File: config.mk
export PLATFORM = sky130hd
export DESIGN_NAME = anrb_register_bank
export DESIGN_NICKNAME = d
export VERILOG_FILES = /design/src/pkg/anrb_pkg.sv /design/src/logic/anrb_register_bank.sv
export VERILOG_INCLUDE_DIRS = /design/src /design/src/pkg
export SDC_FILE = /design/constraint.sdc
export NUM_CORES = 2
export LEC_CHECK = 0
export BUFFER_PORTS_ARGS = -buffer_cell sky130_fd_sc_hd__buf_2
export CAP_MARGIN = 0
export CORE_MARGIN = 3
export CORE_UTILIZATION = 26
export DETAILED_ROUTE_END_ITERATION = 6
export PLACE_DENSITY_LB_ADDON = 0.1
export RECOVER_POWER = 50
export SLEW_MARGIN = 20
export SYNTH_ARGS = -nofsm -noshare
export SYNTH_HDL_FRONTEND = slang
export SYNTH_SLANG_ARGS = --single-unit
File: constraint.sdc
create_clock -name core_clk -period 52.1 [get_ports core_clk]
set_clock_uncertainty 0.15 [all_clocks]
set_input_delay 5.21 -clock core_clk [delete_from_list [all_inputs] [get_ports core_clk]]
set_output_delay 5.21 -clock core_clk [all_outputs]
set_load 0.02 [all_outputs]
File: src/pkg/anrb_regs.svh
// register offsets, field positions and reset values of the node register bank
`ifndef ANRB_REGS_SVH
`define ANRB_REGS_SVH
`define ANRB_WIN_START32 32'he1800000
`define ANRB_WIN_START30 32'h21800000
`define ANRB_WIN_SIZE 32'h00080000
`define ANRB_OFF_IDENT 20'h00000
`define ANRB_OFF_BERR 20'h00004
`define ANRB_OFF_FADR 20'h00008
`define ANRB_OFF_REAR 20'h0000c
`define ANRB_OFF_ESUM 20'h00010
`define ANRB_OFF_IMASK 20'h00014
`define ANRB_OFF_IVDEST 20'h00018
`define ANRB_OFF_DIAG1 20'h0001c
`define ANRB_OFF_UTIL 20'h00020
`define ANRB_OFF_CSR 20'h00024
`define ANRB_OFF_RVEC 20'h00028
`define ANRB_OFF_FAER 20'h0002c
`define ANRB_OFF_BEAR 20'h00030
`define ANRB_OFF_PMAP_FIRST 20'h00020
`define ANRB_OFF_PMAP_LAST 20'h401fc
`define ANRB_PMAP_WORDS 16
`define ANRB_RST_ESUM 32'h80000020
`define ANRB_RST_UTIL 32'h43f00000
`define ANRB_RST_CSR 32'h00000180
`define ANRB_RST_ZERO 32'h00000000
`define ANRB_BIT_ES 31
`define ANRB_BIT_NODE_RESET_TRIGGER 30
`define ANRB_BIT_DXTO 2
`define ANRB_BIT_STF 10
`define ANRB_FCID_LO 4
`define ANRB_FCID_HI 9
`define ANRB_BERR_W1C 32'h09ffb400
`define ANRB_BERR_SUM 32'h09ffb400
`define ANRB_NODE_RESET_TRIGGER_PULSE 4'h8
`endif

File: src/pkg/anrb_pkg.sv
// types shared by the node register bank
package anrb_pkg;
    // one host access request
    typedef struct packed {
        logic rd;
        logic wr;
        logic [31:0] addr;
        logic [31:0] wdata;
    } anrb_req_t;
    // error event report from the adapter core
    typedef struct packed {
        logic [31:0] setBits;
        logic [5:0] commander;
    } anrb_err_t;
    // node reset sequencer states
    typedef enum logic [1:0] {
        RST_IDLE = 2'b01,
        RST_BUSY = 2'b10
    } anrb_rst_t;
endpackage

File: src/logic/anrb_register_bank.sv
// host-side register bank of the bus adapter node
`timescale 1ns/1ps
`include "anrb_regs.svh"

// What this block does
// base equals window start plus id times size
// write one clears, zero leaves bit
// write one sets, self clears later
// read-zero set bits still act, self clear
// power-up values per bit marking
// thirteen word registers from offset zero
// page map array ends at upper offset
// summary, utility, control reset nonzero values
// other logging registers reset to zero
// mask and destination bits software initialised
// identification loaded, zero means uninitialised
// upper identification half is revision
// lower identification half is type code
// error log locked until bits cleared
// top error bit ORs error bits
// summary covers listed bits, not control
// log failing commander identifier
// node reset bit resets all but mask and destination, reads zero
// host uses aligned longword accesses only
module anrb_register_bank #(
    parameter logic [15:0] MODULE_REVISION = 16'h0001,
    // arbitrary neutral type code
    parameter logic [15:0] NODE_TYPE = 16'h0a5a
) (
    // clock and reset
    input wire logic core_clk,
    input wire logic rst,
    // node strapping
    input wire logic [3:0] nodeId,
    input wire logic wide30,
    // host access port
    input wire anrb_pkg::anrb_req_t hostReq,
    output logic [31:0] readData,
    output logic readValid,
    output logic hit,
    // adapter core events
    input wire anrb_pkg::anrb_err_t errIn,
    input wire logic [31:0] failAddrIn,
    // controls to the adapter core
    output logic timeoutDisable,
    output logic nodeReset,
    output logic vmeSysReset
);
    // one host request per cycle, answered in the next cycle
    // all storage is flip-flops; no wait states are inserted
    // node reset sequencer
    // state register, one-hot idle or busy
    anrb_pkg::anrb_rst_t rstState;
    // cycles left in the node reset pulse
    logic [3:0] rstCount;
    // register storage
    // bus error flags, commander id, timeout disable
    logic [31:0] berr;
    // failing address, frozen while locked
    logic [31:0] fadr;
    // responder error address
    logic [31:0] rear;
    // error summary
    logic [31:0] esum;
    // interrupt mask, kept across node reset
    logic [31:0] imask;
    // implied vector destination, kept across node reset
    logic [31:0] ivdest;
    // first diagnostic register
    logic [31:0] diag1;
    // utility settings
    logic [31:0] util;
    // control and status
    logic [31:0] csr;
    // return vector
    logic [31:0] rvec;
    // failing address extension, no capture source yet
    logic [31:0] faer;
    // remote bus error address
    logic [31:0] bear;
    // page map words, flip-flops indexed by word
    logic [31:0] pmap [`ANRB_PMAP_WORDS];
    // decode helpers
    // node window base address
    logic [31:0] base;
    // request address relative to base
    logic [31:0] offs;
    // request falls inside this node's window
    logic inWin;
    // longword aligned request
    logic aligned;
    // accepted write and read strobes
    logic wrOk;
    logic rdOk;
    // low offset bits used by the decoders
    logic [19:0] off;
    // any summary error bit stands
    logic locked;
    // read mux result and decode hit
    logic [31:0] next_data;
    logic next_hit;

    // node window base from id and mode
    // the product stays inside 32 bits for all sixteen ids
    assign base = (wide30 ? `ANRB_WIN_START30 : `ANRB_WIN_START32)
        + (`ANRB_WIN_SIZE * {28'h0000000, nodeId});
    // wraps below base, so one compare covers both ends
    assign offs = hostReq.addr - base;
    assign inWin = (offs < `ANRB_WIN_SIZE);
    // misaligned accesses ignored
    // byte and word accesses are dropped, not merged
    assign aligned = (hostReq.addr[1:0] == 2'h0);
    // window is 19 bits wide, twenty offset bits suffice
    assign off = offs[19:0];
    // outside or misaligned accesses change nothing
    assign wrOk = hostReq.wr & inWin & aligned;
    assign rdOk = hostReq.rd & inWin & aligned;
    // log frozen while any error bit stands
    assign locked = |(berr & `ANRB_BERR_SUM);

    // node reset sequencer, holds reset some cycles
    // a fixed pulse keeps the far bus reset long enough
    // without software having to time it
    always_ff @(posedge core_clk or posedge rst) begin
        if (rst) begin
            // no node reset pending after pin reset
            rstState <= anrb_pkg::RST_IDLE;
            rstCount <= 4'h0;
            nodeReset <= 1'b0;
            vmeSysReset <= 1'b0;
        end else begin
            case (rstState)
                anrb_pkg::RST_IDLE: begin
                    // write one starts node reset
                    // waits for a write of one to the trigger bit
                    if (wrOk && off == `ANRB_OFF_BERR &&
                        hostReq.wdata[`ANRB_BIT_NODE_RESET_TRIGGER]) begin
                        rstState <= anrb_pkg::RST_BUSY;
                        rstCount <= `ANRB_NODE_RESET_TRIGGER_PULSE;
                        // both resets rise together
                        nodeReset <= 1'b1;
                        vmeSysReset <= 1'b1;
                    end
                end
                anrb_pkg::RST_BUSY: begin
                    // trigger clears itself
                    // count down, release after the last cycle
                    if (rstCount == 4'h1) begin
                        rstState <= anrb_pkg::RST_IDLE;
                        nodeReset <= 1'b0;
                        vmeSysReset <= 1'b0;
                    end
                    rstCount <= rstCount - 4'h1;
                end
                default: begin
                    // illegal code falls back to idle
                    rstState <= anrb_pkg::RST_IDLE;
                end
            endcase
        end
    end

    // bus error register; flags set by core, cleared by host
    // reserved and read-only positions never take host data
    // so a careless write cannot fake an error
    always_ff @(posedge core_clk or posedge rst) begin
        if (rst) begin
            // self-test flag set at power-up
            berr <= 32'h00000400;
        end else if (nodeReset) begin
            // node reset restores the power-up flags
            berr <= 32'h00000400;
        end else begin
            // write one clears, set wins
            // events in the clear cycle survive the clear
            // bit 2 is plain read/write, taken from every write
            if (wrOk && off == `ANRB_OFF_BERR) begin
                berr <= (berr & ~(hostReq.wdata & `ANRB_BERR_W1C)
                    & ~32'h00000004) | (errIn.setBits & `ANRB_BERR_W1C)
                    | {29'h0, hostReq.wdata[`ANRB_BIT_DXTO], 2'h0};
            end else begin
                // no write, only new events
                berr <= berr | (errIn.setBits & `ANRB_BERR_W1C);
            end
            // commander captured while unlocked
            // first failure keeps its commander until cleared
            if (!locked && |(errIn.setBits & `ANRB_BERR_SUM)) begin
                berr[`ANRB_FCID_HI:`ANRB_FCID_LO] <= errIn.commander;
            end
        end
    end

    // failing address log, frozen while locked
    // captured every cycle until an error locks it
    // extension has no capture source, stays zero
    always_ff @(posedge core_clk or posedge rst) begin
        if (rst) begin
            fadr <= `ANRB_RST_ZERO;
            faer <= `ANRB_RST_ZERO;
        end else if (nodeReset) begin
            // node reset clears the log
            fadr <= `ANRB_RST_ZERO;
            faer <= `ANRB_RST_ZERO;
        end else if (!locked) begin
            // capture only when unlocked
            fadr <= failAddrIn;
        end
    end

    // host read/write registers with resets
    // mask and destination reset to zero at pin reset only,
    // software must load them before use
    always_ff @(posedge core_clk or posedge rst) begin
        if (rst) begin
            rear <= `ANRB_RST_ZERO;
            esum <= `ANRB_RST_ESUM;
            imask <= `ANRB_RST_ZERO;
            ivdest <= `ANRB_RST_ZERO;
            diag1 <= `ANRB_RST_ZERO;
            util <= `ANRB_RST_UTIL;
            csr <= `ANRB_RST_CSR;
            rvec <= `ANRB_RST_ZERO;
            bear <= `ANRB_RST_ZERO;
        end else if (nodeReset) begin
            // mask and destination keep their contents
            rear <= `ANRB_RST_ZERO;
            esum <= `ANRB_RST_ESUM;
            diag1 <= `ANRB_RST_ZERO;
            util <= `ANRB_RST_UTIL;
            csr <= `ANRB_RST_CSR;
            rvec <= `ANRB_RST_ZERO;
            bear <= `ANRB_RST_ZERO;
        end else if (wrOk) begin
            // word register decode
            // read-only offsets fall to the default branch
            case (off)
                // responder error address
                `ANRB_OFF_REAR: rear <= hostReq.wdata;
                // error summary
                `ANRB_OFF_ESUM: esum <= hostReq.wdata;
                // interrupt mask
                `ANRB_OFF_IMASK: imask <= hostReq.wdata;
                // implied vector destination
                `ANRB_OFF_IVDEST: ivdest <= hostReq.wdata;
                // first diagnostic
                `ANRB_OFF_DIAG1: diag1 <= hostReq.wdata;
                // utility settings
                `ANRB_OFF_UTIL: util <= hostReq.wdata;
                // control and status
                `ANRB_OFF_CSR: csr <= hostReq.wdata;
                // return vector
                `ANRB_OFF_RVEC: rvec <= hostReq.wdata;
                // remote bus error address
                `ANRB_OFF_BEAR: bear <= hostReq.wdata;
                default: begin
                    // identification and error offsets elsewhere
                end
            endcase
        end
    end

    // page map words, ending at offset 0x401fc inside the window
    // four byte stride, last word at the upper offset
    // only a few words are kept to save flip-flops
    genvar gi;
    generate
        for (gi = 0; gi < `ANRB_PMAP_WORDS; gi++) begin : gPmap
            // each word compares its own fixed offset
            always_ff @(posedge core_clk or posedge rst) begin
                if (rst) begin
                    pmap[gi] <= `ANRB_RST_ZERO;
                end else if (nodeReset) begin
                    // node reset clears the map
                    pmap[gi] <= `ANRB_RST_ZERO;
                end else if (wrOk && off == 20'(`ANRB_OFF_PMAP_LAST
                    - 20'(4 * (`ANRB_PMAP_WORDS - 1 - gi)))) begin
                    pmap[gi] <= hostReq.wdata;
                end
            end
        end
    endgenerate

    // read mux
    // purely combinational, the answer is registered below
    // so the read path costs one cycle of latency
    always_comb begin
        next_data = 32'h00000000;
        next_hit = 1'b1;
        case (off)
            // identification halves
            `ANRB_OFF_IDENT: next_data = {MODULE_REVISION, NODE_TYPE};
            // summary bit, node reset reads zero
            // bit 30 is the trigger, it never reads back
            `ANRB_OFF_BERR: next_data = {|(berr & `ANRB_BERR_SUM),
                1'b0, berr[29:0]};
            `ANRB_OFF_FADR: next_data = fadr;
            `ANRB_OFF_REAR: next_data = rear;
            `ANRB_OFF_ESUM: next_data = esum;
            `ANRB_OFF_IMASK: next_data = imask;
            `ANRB_OFF_IVDEST: next_data = ivdest;
            `ANRB_OFF_DIAG1: next_data = diag1;
            `ANRB_OFF_UTIL: next_data = util;
            `ANRB_OFF_CSR: next_data = csr;
            `ANRB_OFF_RVEC: next_data = rvec;
            `ANRB_OFF_FAER: next_data = faer;
            `ANRB_OFF_BEAR: next_data = bear;
            default: begin
                // unknown offsets give zero and no hit
                next_hit = 1'b0;
                // page map lookup, at most one word matches
                for (int i = 0; i < `ANRB_PMAP_WORDS; i++) begin
                    if (off == 20'(`ANRB_OFF_PMAP_LAST
                        - 20'(4 * (`ANRB_PMAP_WORDS - 1 - i)))) begin
                        next_data = pmap[i];
                        next_hit = 1'b1;
                    end
                end
            end
        endcase
    end

    // registered read answer, one cycle after request
    // every output comes from a flip-flop, so the host
    // never sees decoder glitches
    always_ff @(posedge core_clk or posedge rst) begin
        if (rst) begin
            // quiet bus after reset
            readData <= 32'h00000000;
            readValid <= 1'b0;
            hit <= 1'b0;
            timeoutDisable <= 1'b0;
        end else begin
            // data only in the cycle after an accepted read
            readData <= rdOk ? next_data : 32'h00000000;
            readValid <= rdOk;
            // hit also covers writes to decoded offsets
            hit <= (rdOk | wrOk) & next_hit;
            // timeout disable mirrors bus error bit 2
            timeoutDisable <= berr[`ANRB_BIT_DXTO];
        end
    end
endmodule

== Word-level counts from Yosys, hierarchy flattened ==
Index checks and enable logic that the tools add are counted.

* Word-level logic and storage cells: 248
* Output and inout bits: 37
* RAM bits: 0
* Input bits: 143
* Register bits after elaboration: 906
* Memory bits (read-only): 0
* Memories: 0
* Bits in latches: 0

* Reduce and logical (&&, ||, !) cells: 62
* Equality and inequality tests: 34
* Div/mod/pow operators: 0
* $lt $le $gt $ge: 1
* Mux-type cells: 102
* Add/sub/neg operators: 3
* Bitwise gates (word level): 12
* Shifts and indexed selects: 0
* Multipliers: 0

{| class="wikitable"
|+ Operators by type and width
! kind !! count
|-
| 32-bit two-way mux || 75
|-
| 32-bit case mux with 13 select lines || 1
|-
| 20-bit by 19-bit == test with 1-bit output (second input constant) || 16
|-
| 20-bit by 6-bit == test with 1-bit output (second input constant) || 5
|-
| 20-bit by 5-bit == test with 1-bit output (second input constant) || 4
|-
| 32-bit by 28-bit OR with 32-bit output || 2
|-
| 2-bit nonzero test || 25
|-
| 20-bit by 4-bit == test with 1-bit output (second input constant) || 2
|-
| 32-bit by 23-bit adder with 32-bit output || 1
|-
| 32-bit AND || 1
|-
| 32-bit by 20-bit less-than comparator with 1-bit output (second input constant) || 1
|-
| 28-bit inverter with 32-bit output || 1
|-
| 32-bit by 3-bit OR with 32-bit output || 1
|-
| 32-bit subtractor || 1
|-
| 14-bit OR reduction || 2
|-
| 20-bit by 3-bit == test with 1-bit output (second input constant) || 1
|-
| 20-bit zero test || 1
|-
| 1-bit logical AND || 19
|-
| 1-bit two-way mux || 19
|-
| 2-bit AND reduction || 9
|-
| 13-bit OR reduction || 1
|-
| 3-bit AND reduction || 3
|-
| 4-bit case mux with 2 select lines || 1
|-
| 6-bit two-way mux || 1
|-
| 14 further kinds || 21
|}

== Depth between registers and ports, before layout ==
* Word-level depth: 22
* Depth in mapped cells: 14
* Depth with buffers taken out: 12

== Worst setup path after synthesis ==
Ideal clock, no wire load.

* Path kind: input -> register
* From: input port wide30
* To: register imask[0]
* Data required time: 51825 ps
* Path slack: 43342 ps
* Arrival time: 8483 ps
* Buffers on the path: 1
* Setup time: 125 ps
* Stages on the path: 12
* Cells stage by stage: inv_1 > ha_1 > inv_1 > ha_1 > or4_1 > a2111oi_0 > a21oi_1 > xnor2_2 > or4_1 > nor3b_2 > buf_4 > mux2_2

* Longest elaborated chain between the ends: 7

{| class="wikitable"
|+ Ends and longest elaborated chain
! element !! line !! source
|-
| from (decl) || anrb_register_bank.sv:35 || <nowiki>input wire logic wide30,</nowiki>
|-
| 32-bit two-way mux (no line) || n/a ||
|-
| 32-bit by 23-bit adder with 32-bit output || anrb_register_bank.sv:105 || <nowiki>assign base = (wide30 ? `ANRB_WIN_START30 : `ANRB_WIN_START32)</nowiki>
|-
| 32-bit subtractor || anrb_register_bank.sv:108 || <nowiki>assign offs = hostReq.addr - base;</nowiki>
|-
| 32-bit by 20-bit less-than comparator with 1-bit output (no line) || n/a ||
|-
| 1-bit AND (2 in a row) || anrb_register_bank.sv:116 || <nowiki>assign wrOk = hostReq.wr & inWin & aligned;</nowiki>
|-
| 3-bit AND reduction (no line) || n/a ||
|-
| to (signal assigned) || anrb_register_bank.sv:217 || <nowiki>imask <= `ANRB_RST_ZERO;</nowiki>
|-
| to (signal assigned) || anrb_register_bank.sv:242 || <nowiki>`ANRB_OFF_IMASK: imask <= hostReq.wdata;</nowiki>
|-
| to (decl) || anrb_register_bank.sv:66 || <nowiki>logic [31:0] imask;</nowiki>
|}

No other way between the ends.
A chain may end at the register's enable or synchronous reset.

==> key figures <==
Placed design
  – GP Congestion: 0.754
  – DP Wirelength: 110000 um
  – Placed Instances: between 6k and 7k
  – Post-place setup slack: around 42 ns
  – I/O Buffers: 161

Setup path
  – CP endpoint kind: async pin
  – Worst Path Required: 50.66 ns
  – Cell-by-cell trace of the critical path: buf_2 -> clkinvlp_2 -> clkbuf_1 -> clkbuf_1 -> clkbuf_1
  – CP max FO: 148
  – Crit path largest cell delay: 5.91 ns
  – Critical Path Start Type: primary input
  – Slowest CP cell: clkbuf_1
  – Critical setup path kind: in2async
  – Worst reg2reg path depth: 4
  – Reg2reg start: vmeSysReset
  – Worst setup startpoint: rst
  – CP Data Arrival Time: 19.20 ns
  – CP dominant cell by count: clkbuf_1

Pwr
  – Lkg Pwr: between 0.02 and 0.025 uW
  – Final total power: 1570 uW
  – Gate power share: 4.4%
  – Pwr/cell area: 31.1 nW/um^2
  – Flop pwr share: 44.4%
  – Sw frac: 24.4%
  – Pint: 1190 uW
  – Clock Power Share: 51.2%
  – Switch Pwr: 382 uW
  – Max VDD drop: 0.0257 mV

STA
  – Setup TNS: 0 ns
  – Worst-Margin Slew: 8.42 ns
  – Period utilization: 39.6%
  – RSZ-0062 raised after global routing: no
  – Final WS setup: around 31 ns
  – Min Clock Period, post-route: 20.64 ns
  – Max-slew headroom: -461%
  – Final setup viols: 0
  – Slew Viols, Final: 1064
  – Fmax: 48.4 MHz
  – Final Hold Viols: 0

Global routing
  – First-pass GRT wire length: 262000 um
  – Largest net degree at the start of global routing: 160
  – GR Util All Layers: 20.6%
  – Initial antenna violation count: 12
  – Vias in the first global route: 33.8k
  – GRT overflow: 0

Drt
  – Drt first pass iters: 6
  – DR DRC count: 0
  – Vias/cell: 5.20
  – Routed WL: around 180000 um
  – DR iter-0 viols: 2712
  – Final ANT Viol Nets: 0
  – WL per Instance: 28.4 um
  – Routed vias: 33.3k

Status
  – Failing checks: capacitance limit, slew limit
  – Status: finished, violations left

Synthesis
  – Post-synthesis mux area share: between 20 and 25%
  – Post-synth net total: 4289
  – Xor-xnor portion of the synthesized cell area: 0.177%
  – #FFs+latches synth: 895
  – Synth cell types: 89
  – Async S/R FF share, synth: 100%
  – Post-Syn Area: 43900 sq um
  – YS warnings: 0
  – Simple-gate share of the synthesized area: 12.6%
  – Syn Area/Cell: 10.6 sq um
  – Number of synthesized flops with an enable pin: 0
  – Cells after Synth: 4130
  – Largest family of logic cells by synthesized area: multiplexers
  – Fraction of the mapped netlist area in adder cells: 0.456%
  – Sequential cell area fraction in the yosys report: 51.1%
  – Compound-cell area share of the yosys netlist: 11.0%
  – Most used flip-flop cell after synthesis: dfrtp_1

Floorplanning
  – Initial Utilization: 26.2%
  – Die W: 417 um
  – Die H: 417 um
  – Core area: approximately 170000 sq um
  – I/O Pins: 180
  – Die area: between 150000 and 200000 sq um
  – Rows: 150

Clock network
  – CTS Root Cell: clkbuf_16
  – Max Buffers Root-to-Sink: 3
  – Sink Count: about 900
  – # Post-CTS Setup Buffers: 0
  – H-Tree Level Count: 3
  – CTS clk-pin slew, worst paths: roughly 0.06 ns
  – Hold buffers post-CTS: 0
  – Worst-skew pair later-pin latency: 0.74 ns
  – CTS tree: built
  – Resized cells post-CTS: 0
  – Cts bufs inserted: 111

Flow run
  – Number of max-cap violations: 17

Final layout
  – Fin cells: roughly 6.4k
  – Fin nets: 4269
  – P&R area growth vs syn: 15.1%
  – Layout cells sized above 1: 13.4%
  – Most common cell after layout, fill and taps aside: dfrtp_1
  – Most frequent cells in the layout: 882 x dfrtp_1, 824 x nor2_1, 763 x mux2i_1, 151 x nand2_1, 124 x buf_2
  – FILL cells: 17.5k

Hold path
  – Hold Startpoint: berr[2]
  – Hold depth: 0
  – Tightest Hold Check Type: reg2reg
cells in the mapped netlist (all sizes together), types with 13 or more instances:
master / number / area [sq um]
mux2: 99 / 1110
a22o: 27 / 236
mux2i: 763 / 7640
o221ai: 31 / 272
o22ai: 44 / 275
nor3: 58 / 462
a221oi: 60 / 543
a211oi: 20 / 150
nor2: 824 / 3090
dfrtp: 882 / 22100
a22oi: 90 / 676
nand4: 31 / 194
nand2: 151 / 567
nand3: 60 / 305
a222oi: 45 / 450
a21oi: 106 / 531
buf: 137 / 788
inv: 46 / 173
nor2b: 14 / 87.6
o21ai: 55 / 275
a311oi: 13 / 114
dfstp: 13 / 342
a2111oi: 14 / 135
nor4: 33 / 246
a31oi: 14 / 87.6
ha: 16 / 200
and3: 14 / 87.6
clkbuf: 277 / 1040
cells by family after synthesis:
kind of cell    Yosys count
xor+xnor                  8
compound gates          639
flops                   895
simple gates           1246
buf+inv                 460
mux                     866
fa+ha+maj                16
power by group through the flow:
stage | clock network, uW | registers (uW) | logic [uW]
after global routing | 856 | 695 | 75.5
after detailed placement | 0 | 708 | 71.6
final | 803 | 696 | 69.2
after floorplan | 0 | 709 | 37.8
after global placement | 0 | 708 | 71.7
after CTS | 826 | 695 | 71.7
metal layers:
| metal | track usage [%] | vias up | wire length [um] |
|---|---|---|---|
| met5 | 0 | - | 18 |
| met4 | 5.75 | 2 | 4870 |
| met3 | 2.79 | 223 | 8070 |
| met2 | 33.5 | 882 | 85400 |
| met1 | 28.7 | 17445 | 83200 |
| li1 | - | 14755 | - |
final cells by class:
class	instances	area [sq um]	share of cell area, %
Sequential cell	895	22400	44.4
Multi-Input combinational cell	2775	19800	39.2
Clock buffer	168	3320	6.59
Tap cell	2204	2760	5.46
Timing Repair Buffer	281	1610	3.20
Clock inverter	31	425	0.843
Inverter	46	174	0.345
Antenna cell	1	2.50	0.00496
state kept, by name, indices dropped and copies added (netlist names), 2 cells and up:
name and cells:
bear 32, berr 21, csr 32, diag1 32, esum 32, fadr 32, imask 32, ivdest 32
pmap 512, readData 32, rear 32, rstCount 4, rstState 2, rvec 32, util 32
per-stage QoR:
step | hold WS (ns) | util (%) | cell area [sq um]
global placement | 0.269 | 28.0 | 46900
finish | 0.285 | 30.2 | 50500
CTS | 0.294 | 30.2 | 50600
floorplan | 0.224 | - | 43900
global route | 0.305 | 30.2 | 50500
detailed placement | 0.270 | 28.0 | 46900
critical path, delay by kind of cell:
family                 cells  cell delay, ns
buffers and inverters      5           13.56
final timing paths:
kind | endpoint | slack (ns)
max | rear[5] | 31.46
max in group core_clk | readData[11] | 41.15
min | timeoutDisable | 0.29
min in group asynchronous | pmap[416] | 5.86
max reg2reg | pmap[331] | 46.94
min reg2reg | timeoutDisable | 0.29
Power figures use the tool's default switching activity.
